### src/design/dio_pkg.sv
// Package: register map, field layout and carrier types of the digital output port
package dio_pkg;
	localparam int PORT_WIDTH = 4;
	localparam int ADDR_WIDTH = 4;
	localparam int DATA_WIDTH = 32;

	localparam logic [ADDR_WIDTH-1:0] PORT_VALUE_ADDR = 4'h0;
	localparam logic [ADDR_WIDTH-1:0] CONTROL_ADDR    = 4'h4;
	localparam logic [ADDR_WIDTH-1:0] STATUS_ADDR     = 4'h8;

	localparam int CTRL_INTERLOCK_EN_BIT = 0;
	localparam int CTRL_OUTPUT_ON_BIT    = 1;
	localparam int CTRL_OUTPUT_OFF_BIT   = 2;

	localparam int STAT_MAIN_OUTPUT_BIT = 0;
	localparam int STAT_INTERLOCK_BIT   = 1;
	localparam int STAT_TRIPPED_BIT     = 2;
	localparam int STAT_INTERLOCK_EN_BIT = 3;

	localparam logic [PORT_WIDTH-1:0] PORT_VALUE_RESET = 4'h0;
	localparam logic                  INTERLOCK_EN_RESET = 1'b0;

	typedef struct packed {
		logic                  writeStrobe;
		logic                  readStrobe;
		logic [ADDR_WIDTH-1:0] address;
		logic [DATA_WIDTH-1:0] writeData;
	} reg_req_s;

	typedef struct packed {
		logic onRequest;
		logic offRequest;
	} output_req_s;
endpackage : dio_pkg

### src/design/digital_out_port_with_interlock.sv
// Four-bit digital output port with fixture interlock gating the main output
// Summary of operation
// - Four output lines are each driven high or low from the port setting.
// - Port value 0 to 15 maps bit 0 to line one through bit 3 to line four.
// - Each line is driven exactly to the commanded level; the load wiring picks the active level.
// - A configuration bit turns the interlock on or off; off means the interlock line is ignored.
// - With interlock on, an output-on request is refused unless the interlock input is low.
// - With interlock on, the main output is forced off on the third enabled clock edge after the interlock input goes high.
// - After a trip, only a fresh on request made with the interlock low restores the output.
//
// Chosen here: the strobed register port and the address map.
`timescale 1ns/1ps
module digital_out_port_with_interlock #(
	parameter int PORT_WIDTH = dio_pkg::PORT_WIDTH
) (
	input  wire logic                             clk_sys,
	input  wire logic                             rst,
	input  wire logic                             clkEn,
	input  wire logic [dio_pkg::ADDR_WIDTH-1:0]   regAddr,
	input  wire logic [dio_pkg::DATA_WIDTH-1:0]   regWriteData,
	input  wire logic                             regWrite,
	input  wire logic                             regRead,
	output logic      [dio_pkg::DATA_WIDTH-1:0]   regReadData,
	input  wire logic                             outputOnKey,
	input  wire logic                             outputOffKey,
	input  wire logic                             interlockIn,
	output logic      [PORT_WIDTH-1:0]            portLines,
	output logic                                  mainOutputOn,
	output logic                                  interlockTripped
);
	// Reset value and read path are sized by the package width
	if (PORT_WIDTH != dio_pkg::PORT_WIDTH) begin : g_width_check
		$error("PORT_WIDTH must equal the package port width");
	end

	dio_pkg::reg_req_s    req;
	dio_pkg::output_req_s outReq;
	logic                 interlockSync;
	logic                 interlockEnable;
	logic                 interlockOpen;
	logic                 writePort;
	logic                 writeControl;
	logic                 next_mainOutputOn;
	logic [dio_pkg::DATA_WIDTH-1:0] next_readData;

	assign req.writeStrobe = regWrite;
	assign req.readStrobe  = regRead;
	assign req.address     = regAddr;
	assign req.writeData   = regWriteData;

	assign writePort    = req.writeStrobe && req.address == dio_pkg::PORT_VALUE_ADDR;
	assign writeControl = req.writeStrobe && req.address == dio_pkg::CONTROL_ADDR;

	// On and off requests come from the front panel keys or the control register
	assign outReq.onRequest  = outputOnKey ||
		(writeControl && req.writeData[dio_pkg::CTRL_OUTPUT_ON_BIT]);
	assign outReq.offRequest = outputOffKey ||
		(writeControl && req.writeData[dio_pkg::CTRL_OUTPUT_OFF_BIT]);

	interlock_sync #(
		.RESET_LEVEL (1'b1)
	) u_interlock_sync (
		.clk_sys (clk_sys),
		.rst     (rst),
		.clkEn   (clkEn),
		.asyncIn (interlockIn),
		.syncOut (interlockSync)
	);

	// High means the fixture lid is open
	assign interlockOpen = interlockEnable && interlockSync;

	// Port value setting
	always_ff @(posedge clk_sys or posedge rst) begin
		if (rst) begin
			portLines <= dio_pkg::PORT_VALUE_RESET;
		end else if (clkEn && writePort) begin
			portLines <= req.writeData[PORT_WIDTH-1:0];
		end
	end

	// Interlock configuration
	always_ff @(posedge clk_sys or posedge rst) begin
		if (rst) begin
			interlockEnable <= dio_pkg::INTERLOCK_EN_RESET;
		end else if (clkEn && writeControl) begin
			interlockEnable <= req.writeData[dio_pkg::CTRL_INTERLOCK_EN_BIT];
		end
	end

	// Main output gating
	always_comb begin
		next_mainOutputOn = mainOutputOn;
		if (outReq.offRequest) begin
			next_mainOutputOn = 1'b0;
		end else if (outReq.onRequest && !interlockOpen) begin
			next_mainOutputOn = 1'b1;
		end
		if (interlockOpen) begin
			next_mainOutputOn = 1'b0;
		end
	end

	always_ff @(posedge clk_sys or posedge rst) begin
		if (rst) begin
			mainOutputOn <= 1'b0;
		end else if (clkEn) begin
			mainOutputOn <= next_mainOutputOn;
		end
	end

	// Trip flag: set on forced off, cleared only by a successful on request
	always_ff @(posedge clk_sys or posedge rst) begin
		if (rst) begin
			interlockTripped <= 1'b0;
		end else if (clkEn) begin
			if (interlockOpen && mainOutputOn) begin
				interlockTripped <= 1'b1;
			end else if (next_mainOutputOn) begin
				interlockTripped <= 1'b0;
			end
		end
	end

	// Register read path, data valid the cycle after the strobe
	always_comb begin
		next_readData = '0;
		unique case (req.address)
			dio_pkg::PORT_VALUE_ADDR: begin
				next_readData[PORT_WIDTH-1:0] = portLines;
			end
			dio_pkg::CONTROL_ADDR: begin
				next_readData[dio_pkg::CTRL_INTERLOCK_EN_BIT] = interlockEnable;
			end
			dio_pkg::STATUS_ADDR: begin
				next_readData[dio_pkg::STAT_MAIN_OUTPUT_BIT]  = mainOutputOn;
				next_readData[dio_pkg::STAT_INTERLOCK_BIT]    = interlockSync;
				next_readData[dio_pkg::STAT_TRIPPED_BIT]      = interlockTripped;
				next_readData[dio_pkg::STAT_INTERLOCK_EN_BIT] = interlockEnable;
			end
			default: begin
				next_readData = '0;
			end
		endcase
	end

	always_ff @(posedge clk_sys or posedge rst) begin
		if (rst) begin
			regReadData <= '0;
		end else if (clkEn) begin
			regReadData <= req.readStrobe ? next_readData : '0;
		end
	end
endmodule : digital_out_port_with_interlock

### src/design/interlock_sync.sv
// Two-stage synchroniser for the fixture interlock input
`timescale 1ns/1ps
module interlock_sync #(
	parameter logic RESET_LEVEL = 1'b1
) (
	input  wire logic clk_sys,
	input  wire logic rst,
	input  wire logic clkEn,
	input  wire logic asyncIn,
	output logic      syncOut
);
	logic firstStage;

	always_ff @(posedge clk_sys or posedge rst) begin
		if (rst) begin
			firstStage <= RESET_LEVEL;
			syncOut    <= RESET_LEVEL;
		end else if (clkEn) begin
			firstStage <= asyncIn;
			syncOut    <= firstStage;
		end
	end
endmodule : interlock_sync

### config.mk
export PLATFORM = sky130hd
export DESIGN_NAME = digital_out_port_with_interlock
export DESIGN_NICKNAME = d
export VERILOG_FILES = /design/src/design/dio_pkg.sv /design/src/design/digital_out_port_with_interlock.sv /design/src/design/interlock_sync.sv
export SDC_FILE = /design/constraint.sdc
export NUM_CORES = 1
export LEC_CHECK = 0
export BUFFER_PORTS_ARGS = -buffer_cell sky130_fd_sc_hd__buf_2
export CORE_MARGIN = 2
export CORE_UTILIZATION = 33
export DETAILED_ROUTE_END_ITERATION = 16
export HOLD_SLACK_MARGIN = 0.08
export MAX_ROUTING_LAYER = met4
export PLACE_DENSITY = 0.75
export RECOVER_POWER = 50
export REMOVE_ABC_BUFFERS = 1
export SLEW_MARGIN = 20
export SYNTH_ARGS = -nofsm -noshare
export SYNTH_HDL_FRONTEND = slang
export SYNTH_SLANG_ARGS = --single-unit
### constraint.sdc
create_clock -name clk_sys -period 1.2 [get_ports clk_sys]
set_input_delay 0.12 -clock clk_sys [delete_from_list [all_inputs] [get_ports clk_sys]]
set_output_delay 0.12 -clock clk_sys [all_outputs]
set_load 0.03 [all_outputs]
-- Word level (Yosys, flattened, before mapping)
Index checks and enable logic that the tools add are counted.
- multiplexer cells: 8
- equal/unequal tests: 2
- reduce and logical (&&, ||, !) cells: 15
- operators with widths (cell ; count):
    logical AND 1 bit ; 9
    case mux 3 bit (2 select lines) ; 1
    two-way mux 1 bit ; 5
    equality test 4 x 3 -> 1 bit, second input constant ; 1
    equality test 4 bit, second input constant ; 1
    logical NOT 4 bit ; 1
    two-way mux 4 bit ; 1
    case mux 1 bit (3 select lines) ; 1
    logical OR 1 bit ; 2
    AND reduction 2 bit ; 1
    nonzero test 2 bit ; 1
    logical NOT 1 bit ; 1
- logic and storage cells: 32
- flip-flop bits (word level): 41
- output and inout port bits: 38
- bits of input ports: 44

-- Longest topological paths before layout
Gate-level depths: netlist (run 1).
- depth after elaboration: 10
- depth in mapped cells: 4
- mapped depth without buffers: 3

-- By module
From an unflattened synthesis (run 1), not the netlist that was laid out.
- cells, all modules: 83
- area, all modules: 840.8 µm²
- by module, submodules not included (module ; instances ; cells an instance ; seq. area each (µm²) ; area an instance (µm²)):
    digital_out_port_with_interlock ; 1 ; 78 ; 275.3 ; 762.0
    interlock_sync ; 1 ; 5 ; 52.6 ; 78.8

-- Least setup slack after synthesis (run 1)
Ideal clock, no wire load.
- kind: reg-to-reg
- from: reg, netlist name interlockTripped
- to: reg interlockTripped
- setup time: 72 ps
- stages on the path, launching flop included: 4
- slack: -104 ps
- arrival: 1232 ps
- data required time: 1128 ps
- buffers on the path: 0
- period minus slack after synthesis: 1304 ps
- path through: dfrtp_1 -> or3b_2 -> a31oi_1 -> nand4b_1
- RTL lines (item ; RTL line ; text):
    to (signal assigned) ; digital_out_port_with_interlock.sv:115 ; interlockTripped <= 1'b0;
    to (signal assigned) ; digital_out_port_with_interlock.sv:118 ; interlockTripped <= 1'b1;
    to (signal assigned) ; digital_out_port_with_interlock.sv:120 ; interlockTripped <= 1'b0;
    to (decl) ; digital_out_port_with_interlock.sv:29 ; output logic interlockTripped

-- Final worst setup path (run 1)
- from: reg mainOutputOn
- to: reg interlockTripped
- cells in the longest elaborated chain, start to end: 5
- elaborated cells on any way between the ends: 7
- RTL lines (item ; RTL line ; text):
    from (decl) ; digital_out_port_with_interlock.sv:28 ; output logic mainOutputOn,
    from (signal assigned) ; digital_out_port_with_interlock.sv:108 ; mainOutputOn <= next_mainOutputOn;
    two-way mux 1 bit ; digital_out_port_with_interlock.sv:96 ; end else if (outReq.onRequest && !interlockOpen) begin
    two-way mux 1 bit ; digital_out_port_with_interlock.sv:94 ; if (outReq.offRequest) begin
    two-way mux 1 bit ; digital_out_port_with_interlock.sv:99 ; if (interlockOpen) begin
    nonzero test 2 bit (no source line) ; - ;
    AND reduction 2 bit (no source line) ; - ;
Several ways; a longest one is shown, not always the timed one.
A chain may end at the register's enable or synchronous reset.

==> results of run 1 <==
synthesized netlist by cell type (2+ instances only):
master / count
sky130_fd_sc_hd__buf_4: 28
sky130_fd_sc_hd__o2bb2ai_1: 4
sky130_fd_sc_hd__nand2_1: 2
sky130_fd_sc_hd__mux2_4: 5
sky130_fd_sc_hd__nand4_1: 2
sky130_fd_sc_hd__mux2i_1: 4
sky130_fd_sc_hd__a21o_1: 2
sky130_fd_sc_hd__dfrtp_1: 11
sky130_fd_sc_hd__dfstp_2: 2
sky130_fd_sc_hd__mux2_2: 2
sky130_fd_sc_hd__inv_1: 2
sky130_fd_sc_hd__a21oi_1: 2
worst max path at each step:
stage | slack [ps] | endpoint | from
2_1_floorplan | -100 | interlockTripped | interlockTripped
3_3_place_gp | -20 | mainOutputOn | regAddr[3]
3_5_place_dp | -60 | interlockTripped | regAddr[3]
4_1_cts | 1 | interlockTripped | mainOutputOn
5_1_grt | 30 | mainOutputOn | mainOutputOn
6_report | 100 | interlockTripped | mainOutputOn
cell families after synthesis:
group / Yosys count
and+or+nand+nor: 14
muxes: 11
other: 1
AOI/OAI and AO/OA: 13
buffers and inverters: 33
DFF: 13
power breakdown:
part	internal [W]	leakage, nW	switching, W
logic	0.000215	0.402	0.000367
registers	0.000509	0.163	0.0000467
clock network	0.000129	0.0150	0.000140
total	0.000853	0.580	0.000554
timing repair:
item / in CTS / in global routing
buffers inserted: 0 / 0
endpoints found under the hold margin: 13 / 1
hold buffers: 3 / 1
endpoints found under the setup margin: 0 / 1
gates resized for setup: 0 / 1
metal layers:
layer | wire length, µm | up-vias
met5 | 0 | -
met1 | 738 | 320
met3 | 168 | 2
met2 | 820 | 37
li1 | - | 310
met4 | 21 | 0
metrics by stage:
stage          cells  setup TNS [ps]  area (µm²)  setup slack (ps)  power [W]
3_5_place_dp     143            -272        1000             -55.9    0.00114
4_1_cts          150               0        1060              1.36    0.00142
6_report         151               0        1070              96.7    0.00141
2_1_floorplan     81            -104         793              -104   0.000953
5_1_grt          151               0        1070              29.9    0.00150
3_3_place_gp     143           -95.4        1000             -18.9    0.00113
cell type report:
class / count / area, µm²
fillers: 287 / 1640
multi-input cells: 66 / 460
flip-flops and latches: 13 / 328
well taps: 31 / 38.8
repair buffers: 35 / 206
inverters: 2 / 7.51
clock buffers: 4 / 26.3
worst max-delay path: cells and delay by family, from the launching register on:
family / cells / cell delay [ps]
simple gates: 2 / 510
flops: 1 / 390
compound gates: 1 / 140
registers in the layout (all words and copies together), names as in the netlist:
signal,flops
interlockEnable,1
interlockTripped,1
mainOutputOn,1
portLines,4
regReadData,4
u_interlock_sync.firstStage,1
u_interlock_sync.syncOut,1
==> summary.txt, run 1 <==
Synthesis
  • Post-synthesis share of cell area spent on and, or, nand and nor gates: 0.128
  • Dominant combinational cell family by area after synthesis: buffers and inverters
  • Number of synthesized flops with an enable pin: 0
  • Largest cells by area after synthesis: sky130_fd_sc_hd__dfrtp_1, sky130_fd_sc_hd__buf_4, sky130_fd_sc_hd__mux2_4
  • Yosys Warn Count: 0
  • Cells after synthesis: 85
  • Top FF cell, synth: sky130_fd_sc_hd__dfrtp_1
  • Post-synth ARST share: 1.00
  • Sequential area share after synthesis: 0.355
  • Synth cell types: 31
  • Share of the synthesized area in compound gates (AO/OA/AOI/OAI): 0.106
  • Xor and xnor fraction of the mapped netlist area: 0
  • Total of flip-flops plus latches after synthesis: 13
  • Synth top area share: 0.299
  • Average footprint of a synthesized cell: 10.8 µm²
  • Fraction of synthesized area in multiplexers: 0.149
  • Post-Syn Area: 922 µm²
  • Cell type with the largest total area after synthesis: sky130_fd_sc_hd__dfrtp_1
  • Adder and majority cell fraction of the synthesized area: 0

Power
  • Static leakage: 0.580 nW
  • Largest voltage drop on the vdd net: 0.000799 V
  • Pwr Density: 1320 mW/mm²

Clock network
  • Clock tree from TritonCTS: built
  • H-tree depth reported by CTS: 1
  • Clock insertion delay at the later pin of the skew report: between 200 and 300 ps
  • Total number of clock tree sinks: 13
  • Max Buffers Root-to-Sink: 2
  • Clock buffer count from CTS: 3
  • Clock Tree Root: sky130_fd_sc_hd__clkbuf_4
  • Register clock-pin slew on the reported worst setup and hold paths: 80 ps

Timing
  • Setup repair after global routing missed its margin: no
  • Number of max-slew violations in the final report: 0
  • Final critical path time including I/O delays and setup: around 1100 ps
  • Peak clock frequency supported by timing: 0.906 GHz
  • Number of hold-slack violations in the final timing report: 0
  • Largest clock skew in the final design: 4.09 ps
  • Worst-case hold slack: 130 ps
  • Final period util: 0.919
  • # setup viols final: 0

Setup path
  • Critical Path Start Type: register
  • Endpoint class of the critical path: register
  • Cell-by-cell listing of the critical path: or3b_4 > a31oi_1 > nand4b_1
  • Crit-path slowest cell: sky130_fd_sc_hd__dfrtp_1
  • Reg-to-Reg Start: mainOutputOn
  • Endpoint arrival time on the critical path: between 1000 and 1500 ps
  • End of the worst register-to-register path: interlockTripped
  • WS Path Type: register to register
  • Maximum fanout along the worst path: 2
  • Worst r2r path cells: 3
  • Largest stage delay on the critical path: 390 ps
  • R2r setup slk: 100 ps
  • Required time of the critical path: 1410 ps

Routing
  • Mean routed wirelength per cell: about 12 µm
  • Via density per instance: 4.43
  • Number of routed nets with antenna violations: 0
  • Violation count after the first detailed-routing iteration: 14
  • Count of TritonRoute iterations in the first routing pass: 4
  • Number of DRC violations after detailed routing: 0
  • Total wire length after detailed routing: 1.75 mm
  • Via count: 669

Worst hold path
  • Cell depth of the worst min-delay path: 2
  • Hold crit path type: input pin to register
  • Endpoint with the worst hold slack: portLines[1]
  • Origin of the worst min-delay path: regWriteData[1]

Run status
  • Outcome: complete, no violations

GRT
  • Number of antenna violations at the first check in global routing: 0
  • Number of global-route vias before repair: around 640
  • Gr busiest metal: met2
  • Total track usage: 0.115
  • GR met3 Demand/Resource: 0.0276
  • GRT Residual Overflow: 0
  • GR met1 Demand/Resource: 0.144
  • Maximum number of pins on one net before global-route repair: 14
  • First-pass GRT wire length: approximately 2.8 mm
  • Met2 demand-to-capacity share in global routing: 0.178

Die
  • Die Footprint: 0.00323 mm²
  • Number of placement rows: 19
  • Floorplan die height: 56.9 µm
  • Core area: 0.00271 mm²
  • X dimension of the die: 56.9 µm
  • Initial Util: 0.340
  • Number of top-level pins: 82

Finish
  • Commonest non-fill, non-tap cells in the layout: sky130_fd_sc_hd__conb_1, sky130_fd_sc_hd__buf_2, sky130_fd_sc_hd__dfrtp_1
  • Final cell utilization of the core: 0.394
  • Most common cell after layout, fill and taps aside: sky130_fd_sc_hd__conb_1
  • Antenna diode count: 0
  • Net count of the finished layout: 165
  • Fraction of layout cells with a size suffix above 1: 0.383
  • Layout area overhead: 15.7%

Placement
  • HPWL after detailed placement: 1.45 mm
  • Input/output buffers: 25
  • Gp weighted congestion: 0.780

Run
  • Number of max-cap violations: 0
Note: power is estimated with default switching activity, not from simulation.
==> run 2: changes to the inputs <==
--- a/config.mk
+++ b/config.mk
@@ -11,7 +11,7 @@
 export DETAILED_ROUTE_END_ITERATION = 16
 export HOLD_SLACK_MARGIN = 0.08
 export MAX_ROUTING_LAYER = met4
-export PLACE_DENSITY = 0.75
+export PLACE_DENSITY_LB_ADDON = 0.08
 export RECOVER_POWER = 50
 export REMOVE_ABC_BUFFERS = 1
 export SLEW_MARGIN = 20
==> summary.txt, run 2 (synthesized netlist as in run 1, its figures left out) <==
Setup path
  • Crit-path slowest cell: sky130_fd_sc_hd__or3b_2 (was sky130_fd_sc_hd__dfrtp_1)
  • Largest stage delay on the critical path: 460 ps (was 390 ps)
  • Cell-by-cell listing of the critical path: or3b_2 > a31oi_1 > nand4b_1 (was or3b_4 > a31oi_1 > nand4b_1)
  • WS Path Type: register to register (unchanged)
  • Maximum fanout along the worst path: 2 (unchanged)
  • Critical Path Start Type: register (unchanged)
  • Endpoint arrival time on the critical path: 1370 ps (was 1320 ps)
  • Endpoint class of the critical path: register (unchanged)
  • Required time of the critical path: 1410 ps (about the same)

Clock network
  • Buffers inserted during post-CTS setup optimization: 0 (unchanged)
  • Clock insertion delay at the later pin of the skew report: 270 ps (about the same)
  • Clock buffer count from CTS: 3 (unchanged)
  • Quantity of hold-fixing buffers added after cts: 3 (unchanged)
  • Total number of clock tree sinks: 13 (unchanged)
  • Max Buffers Root-to-Sink: 2 (unchanged)
  • Register clock-pin slew on the reported worst setup and hold paths: 80 ps (about the same)
  • Clock tree from TritonCTS: built (unchanged)
  • H-tree depth reported by CTS: 1 (unchanged)
  • Total of cells resized after clock tree synthesis: 0 (unchanged)
  • Clock Tree Root: sky130_fd_sc_hd__clkbuf_4 (unchanged)

Routing
  • Via count: 660 (was 669)
  • Number of routed nets with antenna violations: 0 (unchanged)
  • Number of DRC violations after detailed routing: 0 (unchanged)
  • Via density per instance: 4.34 (was 4.43)
  • Mean routed wirelength per cell: 11.8 µm (was 11.6 µm)
  • Violation count after the first detailed-routing iteration: 2 (was 14)
  • Total wire length after detailed routing: 1.80 mm (was 1.75 mm)
  • Count of TritonRoute iterations in the first routing pass: 4 (unchanged)

Die
  • X dimension of the die: 56.9 µm (unchanged)
  • Number of top-level pins: 82 (unchanged)
  • Floorplan die height: 56.9 µm (unchanged)
  • Core area: 0.00271 mm² (unchanged)
  • Die Footprint: 0.00323 mm² (unchanged)
  • Initial Util: 0.340 (unchanged)
  • Number of placement rows: 19 (unchanged)

GRT
  • Total track usage: 0.118 (was 0.115)
  • Number of antenna violations at the first check in global routing: 0 (unchanged)
  • First-pass GRT wire length: 2.80 mm (was 2.77 mm)
  • Number of global-route vias before repair: 632 (was 635)
  • GRT Residual Overflow: 0 (unchanged)
  • Maximum number of pins on one net before global-route repair: 14 (unchanged)

Finish
  • Layout area overhead: 16.7% (was 15.7%)
  • Antenna diode count: 0 (unchanged)
  • Most common cell after layout, fill and taps aside: sky130_fd_sc_hd__conb_1 (unchanged)
  • Fraction of layout cells with a size suffix above 1: 0.397 (was 0.383)
  • Fin cells: 152 (was 151)
  • Final Cell Area: 0.00108 mm² (was 0.00107 mm²)
  • Commonest non-fill, non-tap cells in the layout: sky130_fd_sc_hd__conb_1, sky130_fd_sc_hd__buf_2, sky130_fd_sc_hd__dfrtp_1 (unchanged)
  • Largest registers in the final layout: portLines (4), regReadData (4) (unchanged)
  • Net count of the finished layout: 166 (was 165)

Timing
  • Final period util: 0.963 (was 0.919)
  • # setup viols final: 0 (unchanged)
  • Largest clock skew in the final design: 3.94 ps (was 4.09 ps)
  • Number of hold-slack violations in the final timing report: 0 (unchanged)
  • Setup repair after global routing missed its margin: no (unchanged)
  • Worst Tran Pin Value: 512 ps
  • Final critical path time including I/O delays and setup: 1160 ps (was 1100 ps)
  • Number of max-slew violations in the final report: 0 (unchanged)
  • Max transition margin: 0.658
  • Worst-case hold slack: 140 ps (was 130 ps)
  • Peak clock frequency supported by timing: 0.865 GHz (was 0.906 GHz)

Placement
  • Placed cells: 144 (was 143)
  • Cell area after placement: 0.00101 mm² (was 0.00100 mm²)
  • Gp weighted congestion: 0.764 (was 0.780)
  • Input/output buffers: 25 (unchanged)
  • HPWL after detailed placement: 1.41 mm (was 1.45 mm)

Run
  • Number of max-cap violations: 0 (unchanged)

Power
  • Pwr Density: 1310 mW/mm² (was 1320 mW/mm²)
  • Final Total Pwr: 0.00141 W (about the same)
  • Static leakage: 0.588 nW (was 0.580 nW)
  • Largest voltage drop on the vdd net: 0.000735 V (was 0.000799 V)

Worst hold path
  • Hold crit path type: input pin to register (unchanged)

Run status
  • Outcome: complete, no violations (unchanged)
[run 2: worst max-delay path: cells and delay by family (launching register included)]
family | cells | cell delay, ps
DFF | 1 | 380
and+or+nand+nor | 2 | 580
AOI/OAI and AO/OA | 1 | 140
[run 2: metal layers]
| metal | global-route usage | routed length (µm) | up-vias |
|---|---|---|---|
| li1 | - | - | 312 |
| met1 | 0.135 | 770 | 309 |
| met2 | 0.184 | 848 | 37 |
| met3 | 0.0369 | 169 | 2 |
| met4 | 0.0598 | 13 | 0 |
| met5 | - | 0 | - |
[run 2: path summary, 6_finish.rpt]
path	start	cells past startpoint	end	slack, ps
setup / recovery	mainOutputOn	3	interlockTripped	40
hold / removal	regWriteData[1]	2	portLines[1]	140
setup reg to reg	mainOutputOn	3	interlockTripped	40
hold reg to reg	regReadData[0]	1	regReadData[0]	490
max in group asynchronous	rst	3	u_interlock_sync.firstStage	430
min in group asynchronous	rst	3	regReadData[2]	410
[run 2: area by class of cell]
type / count / area [µm²]
clock buffers: 4 / 26.3
fillers: 293 / 1630
inverters: 2 / 7.51
multi-input cells: 66 / 458
flip-flops and latches: 13 / 328
well taps: 31 / 38.8
repair buffers: 36 / 218
[run 2: stage by stage]
stage | setup TNS [ps] | setup slack, ps | utilization
6_report | 0 | 44.2 | 0.397
4_1_cts | 0 | 31.0 | 0.393
2_1_floorplan | -104 | -104 | -
3_3_place_gp | -96.7 | -26.1 | 0.373
3_5_place_dp | -118 | -29.7 | 0.373
5_1_grt | 0 | 5.16 | 0.397
[run 2: report_power, final]
group	switching, W	internal (W)
registers	0.0000472	0.000509
logic	0.000363	0.000218
clock network	0.000142	0.000129
total	0.000552	0.000856
==> run 3: changes to the inputs <==
--- a/config.mk
+++ b/config.mk
@@ -6,8 +6,11 @@
 export NUM_CORES = 1
 export LEC_CHECK = 0
 export BUFFER_PORTS_ARGS = -buffer_cell sky130_fd_sc_hd__buf_2
+export CAP_MARGIN = 25
+export CELL_PAD_IN_SITES_DETAIL_PLACEMENT = 1
+export CELL_PAD_IN_SITES_GLOBAL_PLACEMENT = 1
 export CORE_MARGIN = 2
-export CORE_UTILIZATION = 33
+export CORE_UTILIZATION = 23
 export DETAILED_ROUTE_END_ITERATION = 16
 export HOLD_SLACK_MARGIN = 0.08
 export MAX_ROUTING_LAYER = met4
==> summary.txt, run 3 (synthesized netlist as in run 1, its figures left out) <==
Setup path
  • Endpoint arrival time on the critical path: 1320 ps (was 1370 ps)
  • Critical path origin: mainOutputOn (unchanged)
  • WS Path Type: register to register (unchanged)
  • Reg-to-Reg Start: mainOutputOn (unchanged)
  • End of the worst register-to-register path: interlockTripped (unchanged)
  • Worst r2r path cells: 3 (unchanged)
  • Critical path capture point: interlockTripped (unchanged)
  • Required time of the critical path: 1370 ps (was 1410 ps)
  • Maximum fanout along the worst path: 2 (unchanged)
  • Critical Path Start Type: register (unchanged)
  • Endpoint class of the critical path: register (unchanged)
  • R2r setup slk: 50 ps (was 40 ps)

Power
  • Static leakage: 0.580 nW (was 0.588 nW)
  • Pwr Density: 1400 mW/mm² (was 1310 mW/mm²)
  • Largest voltage drop on the vdd net: 0.000410 V (was 0.000735 V)

Run status
  • Outcome: complete, no violations (unchanged)

Clock network
  • Clock buffer count from CTS: 3 (unchanged)
  • H-tree depth reported by CTS: 1 (unchanged)
  • Clock Tree Root: sky130_fd_sc_hd__clkbuf_8 (was sky130_fd_sc_hd__clkbuf_4)
  • Buffers inserted during post-CTS setup optimization: 0 (unchanged)
  • Register clock-pin slew on the reported worst setup and hold paths: 60 ps (was 80 ps)
  • Max Buffers Root-to-Sink: 2 (unchanged)
  • Clock insertion delay at the later pin of the skew report: 240 ps (was 270 ps)
  • Total number of clock tree sinks: 13 (unchanged)
  • Clock tree from TritonCTS: built (unchanged)

Timing
  • Worst Tran Pin Value: 537 ps (was 512 ps)
  • Max transition margin: 0.642 (was 0.658)
  • Setup TNS: 0 ps (unchanged)
  • Final setup margin: 54.3 ps (was 44.2 ps)
  • Final critical path time including I/O delays and setup: 1150 ps (was 1160 ps)
  • Largest clock skew in the final design: 2.65 ps (was 3.94 ps)
  • Final period util: 0.955 (was 0.963)
  • Peak clock frequency supported by timing: 0.873 GHz (was 0.865 GHz)
  • Number of hold-slack violations in the final timing report: 0 (unchanged)
  • Number of max-slew violations in the final report: 0 (unchanged)
  • Setup repair after global routing missed its margin: no (unchanged)
  • # setup viols final: 0 (unchanged)

Finish
  • Final Cell Area: 0.00110 mm² (was 0.00108 mm²)
  • Net count of the finished layout: 165 (was 166)
  • Layout area overhead: 19.3% (was 16.7%)
  • Most common cell after layout, fill and taps aside: sky130_fd_sc_hd__conb_1 (unchanged)
  • Fraction of layout cells with a size suffix above 1: 0.392 (was 0.397)
  • Antenna diode count: 0 (unchanged)
  • Largest registers in the final layout: portLines (4), regReadData (4) (unchanged)
  • Commonest non-fill, non-tap cells in the layout: sky130_fd_sc_hd__conb_1, sky130_fd_sc_hd__buf_2, sky130_fd_sc_hd__dfrtp_1 (unchanged)

GRT
  • GRT Residual Overflow: 0 (unchanged)
  • Number of antenna violations at the first check in global routing: 0 (unchanged)
  • Total track usage: 0.101 (was 0.118)
  • Number of global-route vias before repair: 654 (was 632)
  • Maximum number of pins on one net before global-route repair: 14 (unchanged)
  • First-pass GRT wire length: 3.22 mm (was 2.80 mm)

Routing
  • Number of routed nets with antenna violations: 0 (unchanged)
  • Mean routed wirelength per cell: 12.5 µm (was 11.8 µm)
  • Count of TritonRoute iterations in the first routing pass: 2 (was 4)
  • Total wire length after detailed routing: 2.12 mm (was 1.80 mm)
  • Number of DRC violations after detailed routing: 0 (unchanged)
  • Violation count after the first detailed-routing iteration: 1 (was 2)
  • Via density per instance: 3.89 (was 4.34)
  • Via count: 662 (was 660)

Die
  • Initial Util: 0.234 (was 0.340)
  • Floorplan die height: 67.3 µm (was 56.9 µm)
  • X dimension of the die: 67.3 µm (was 56.9 µm)
  • Number of placement rows: 23 (was 19)
  • Die Footprint: 0.00453 mm² (was 0.00323 mm²)
  • Number of top-level pins: 82 (unchanged)
  • Core area: 0.00394 mm² (was 0.00271 mm²)

Placement
  • Cell area after placement: 0.00105 mm² (was 0.00101 mm²)
  • HPWL after detailed placement: 1.75 mm (was 1.41 mm)
  • Input/output buffers: 25 (unchanged)
  • Worst slack after detailed placement: -22.6 ps (was -29.7 ps)
  • Gp weighted congestion: 0.693 (was 0.764)

Run
  • Number of max-cap violations: 0 (unchanged)

Worst hold path
  • Hold crit path type: input pin to register (unchanged)
## run 3: changes by cell type in the layout (fill, tap and decap cells not counted), sizes merged
cell / previous run / this run
buf: 32 / 30
clkbuf: 4 / 8
dlygate4sd3: 4 / 1
## run 3: worst min-delay path by stage
stage,startpoint,end,slack (ps),cells past startpoint
final,regWriteData[3],portLines[3],100,2
after global routing,regWriteData[3],portLines[3],100,2
after CTS,regWriteData[3],portLines[3],100,2
after detailed placement,rst,portLines[3],200,2
after global placement,rst,portLines[3],190,2
after floorplan,rst,interlockEnable,-4,1
## run 3: stage by stage
step / std cells / utilization / power, W / hold WS [ps]
finish: 170 / 0.279 / 0.00154 / 103
global route: 170 / 0.279 / 0.00164 / 95.3
CTS: 170 / 0.280 / 0.00157 / 100
detailed placement: 165 / 0.266 / 0.00117 / 195
global placement: 165 / 0.266 / 0.00116 / 194
floorplan: 81 / - / 0.000953 / -4.47
## run 3: where the power goes
| group | leakage (nW) | internal [W] | switching (W) |
|---|---|---|---|
| combinational | 0.394 | 0.000214 | 0.000374 |
| sequential | 0.163 | 0.000510 | 0.0000523 |
| clock | 0.0228 | 0.000235 | 0.000158 |
| total | 0.580 | 0.000959 | 0.000585 |
## run 3: area by class of cell
type | instances | area, µm²
clock buffer | 4 | 45.0
fill | 471 | 2840
inverter | 2 | 7.51
multi-input combinational | 66 | 458
sequential | 13 | 328
tap | 50 | 62.6
timing repair buffer | 35 | 199
## run 3: timing repair
action,4_1_cts,5_1_grt
resized for setup,0,0
setup endpoints to repair,0,0
hold endpoints to repair,11,0
hold buffers,1,0
## run 3: worst max-delay path: stages, from the launching register on
cell and delay, ps:
sky130_fd_sc_hd__dfrtp_1 370, sky130_fd_sc_hd__or3b_2 450, sky130_fd_sc_hd__a31oi_1 130, sky130_fd_sc_hd__nand4b_1 120
## run 3: routing by layer
layer / global-route usage / share of wire
met1: 0.113 / 0.43
met2: 0.165 / 0.48
met3: 0.0317 / 0.064
met4: 0.0459 / 0.018
met5: - / 0
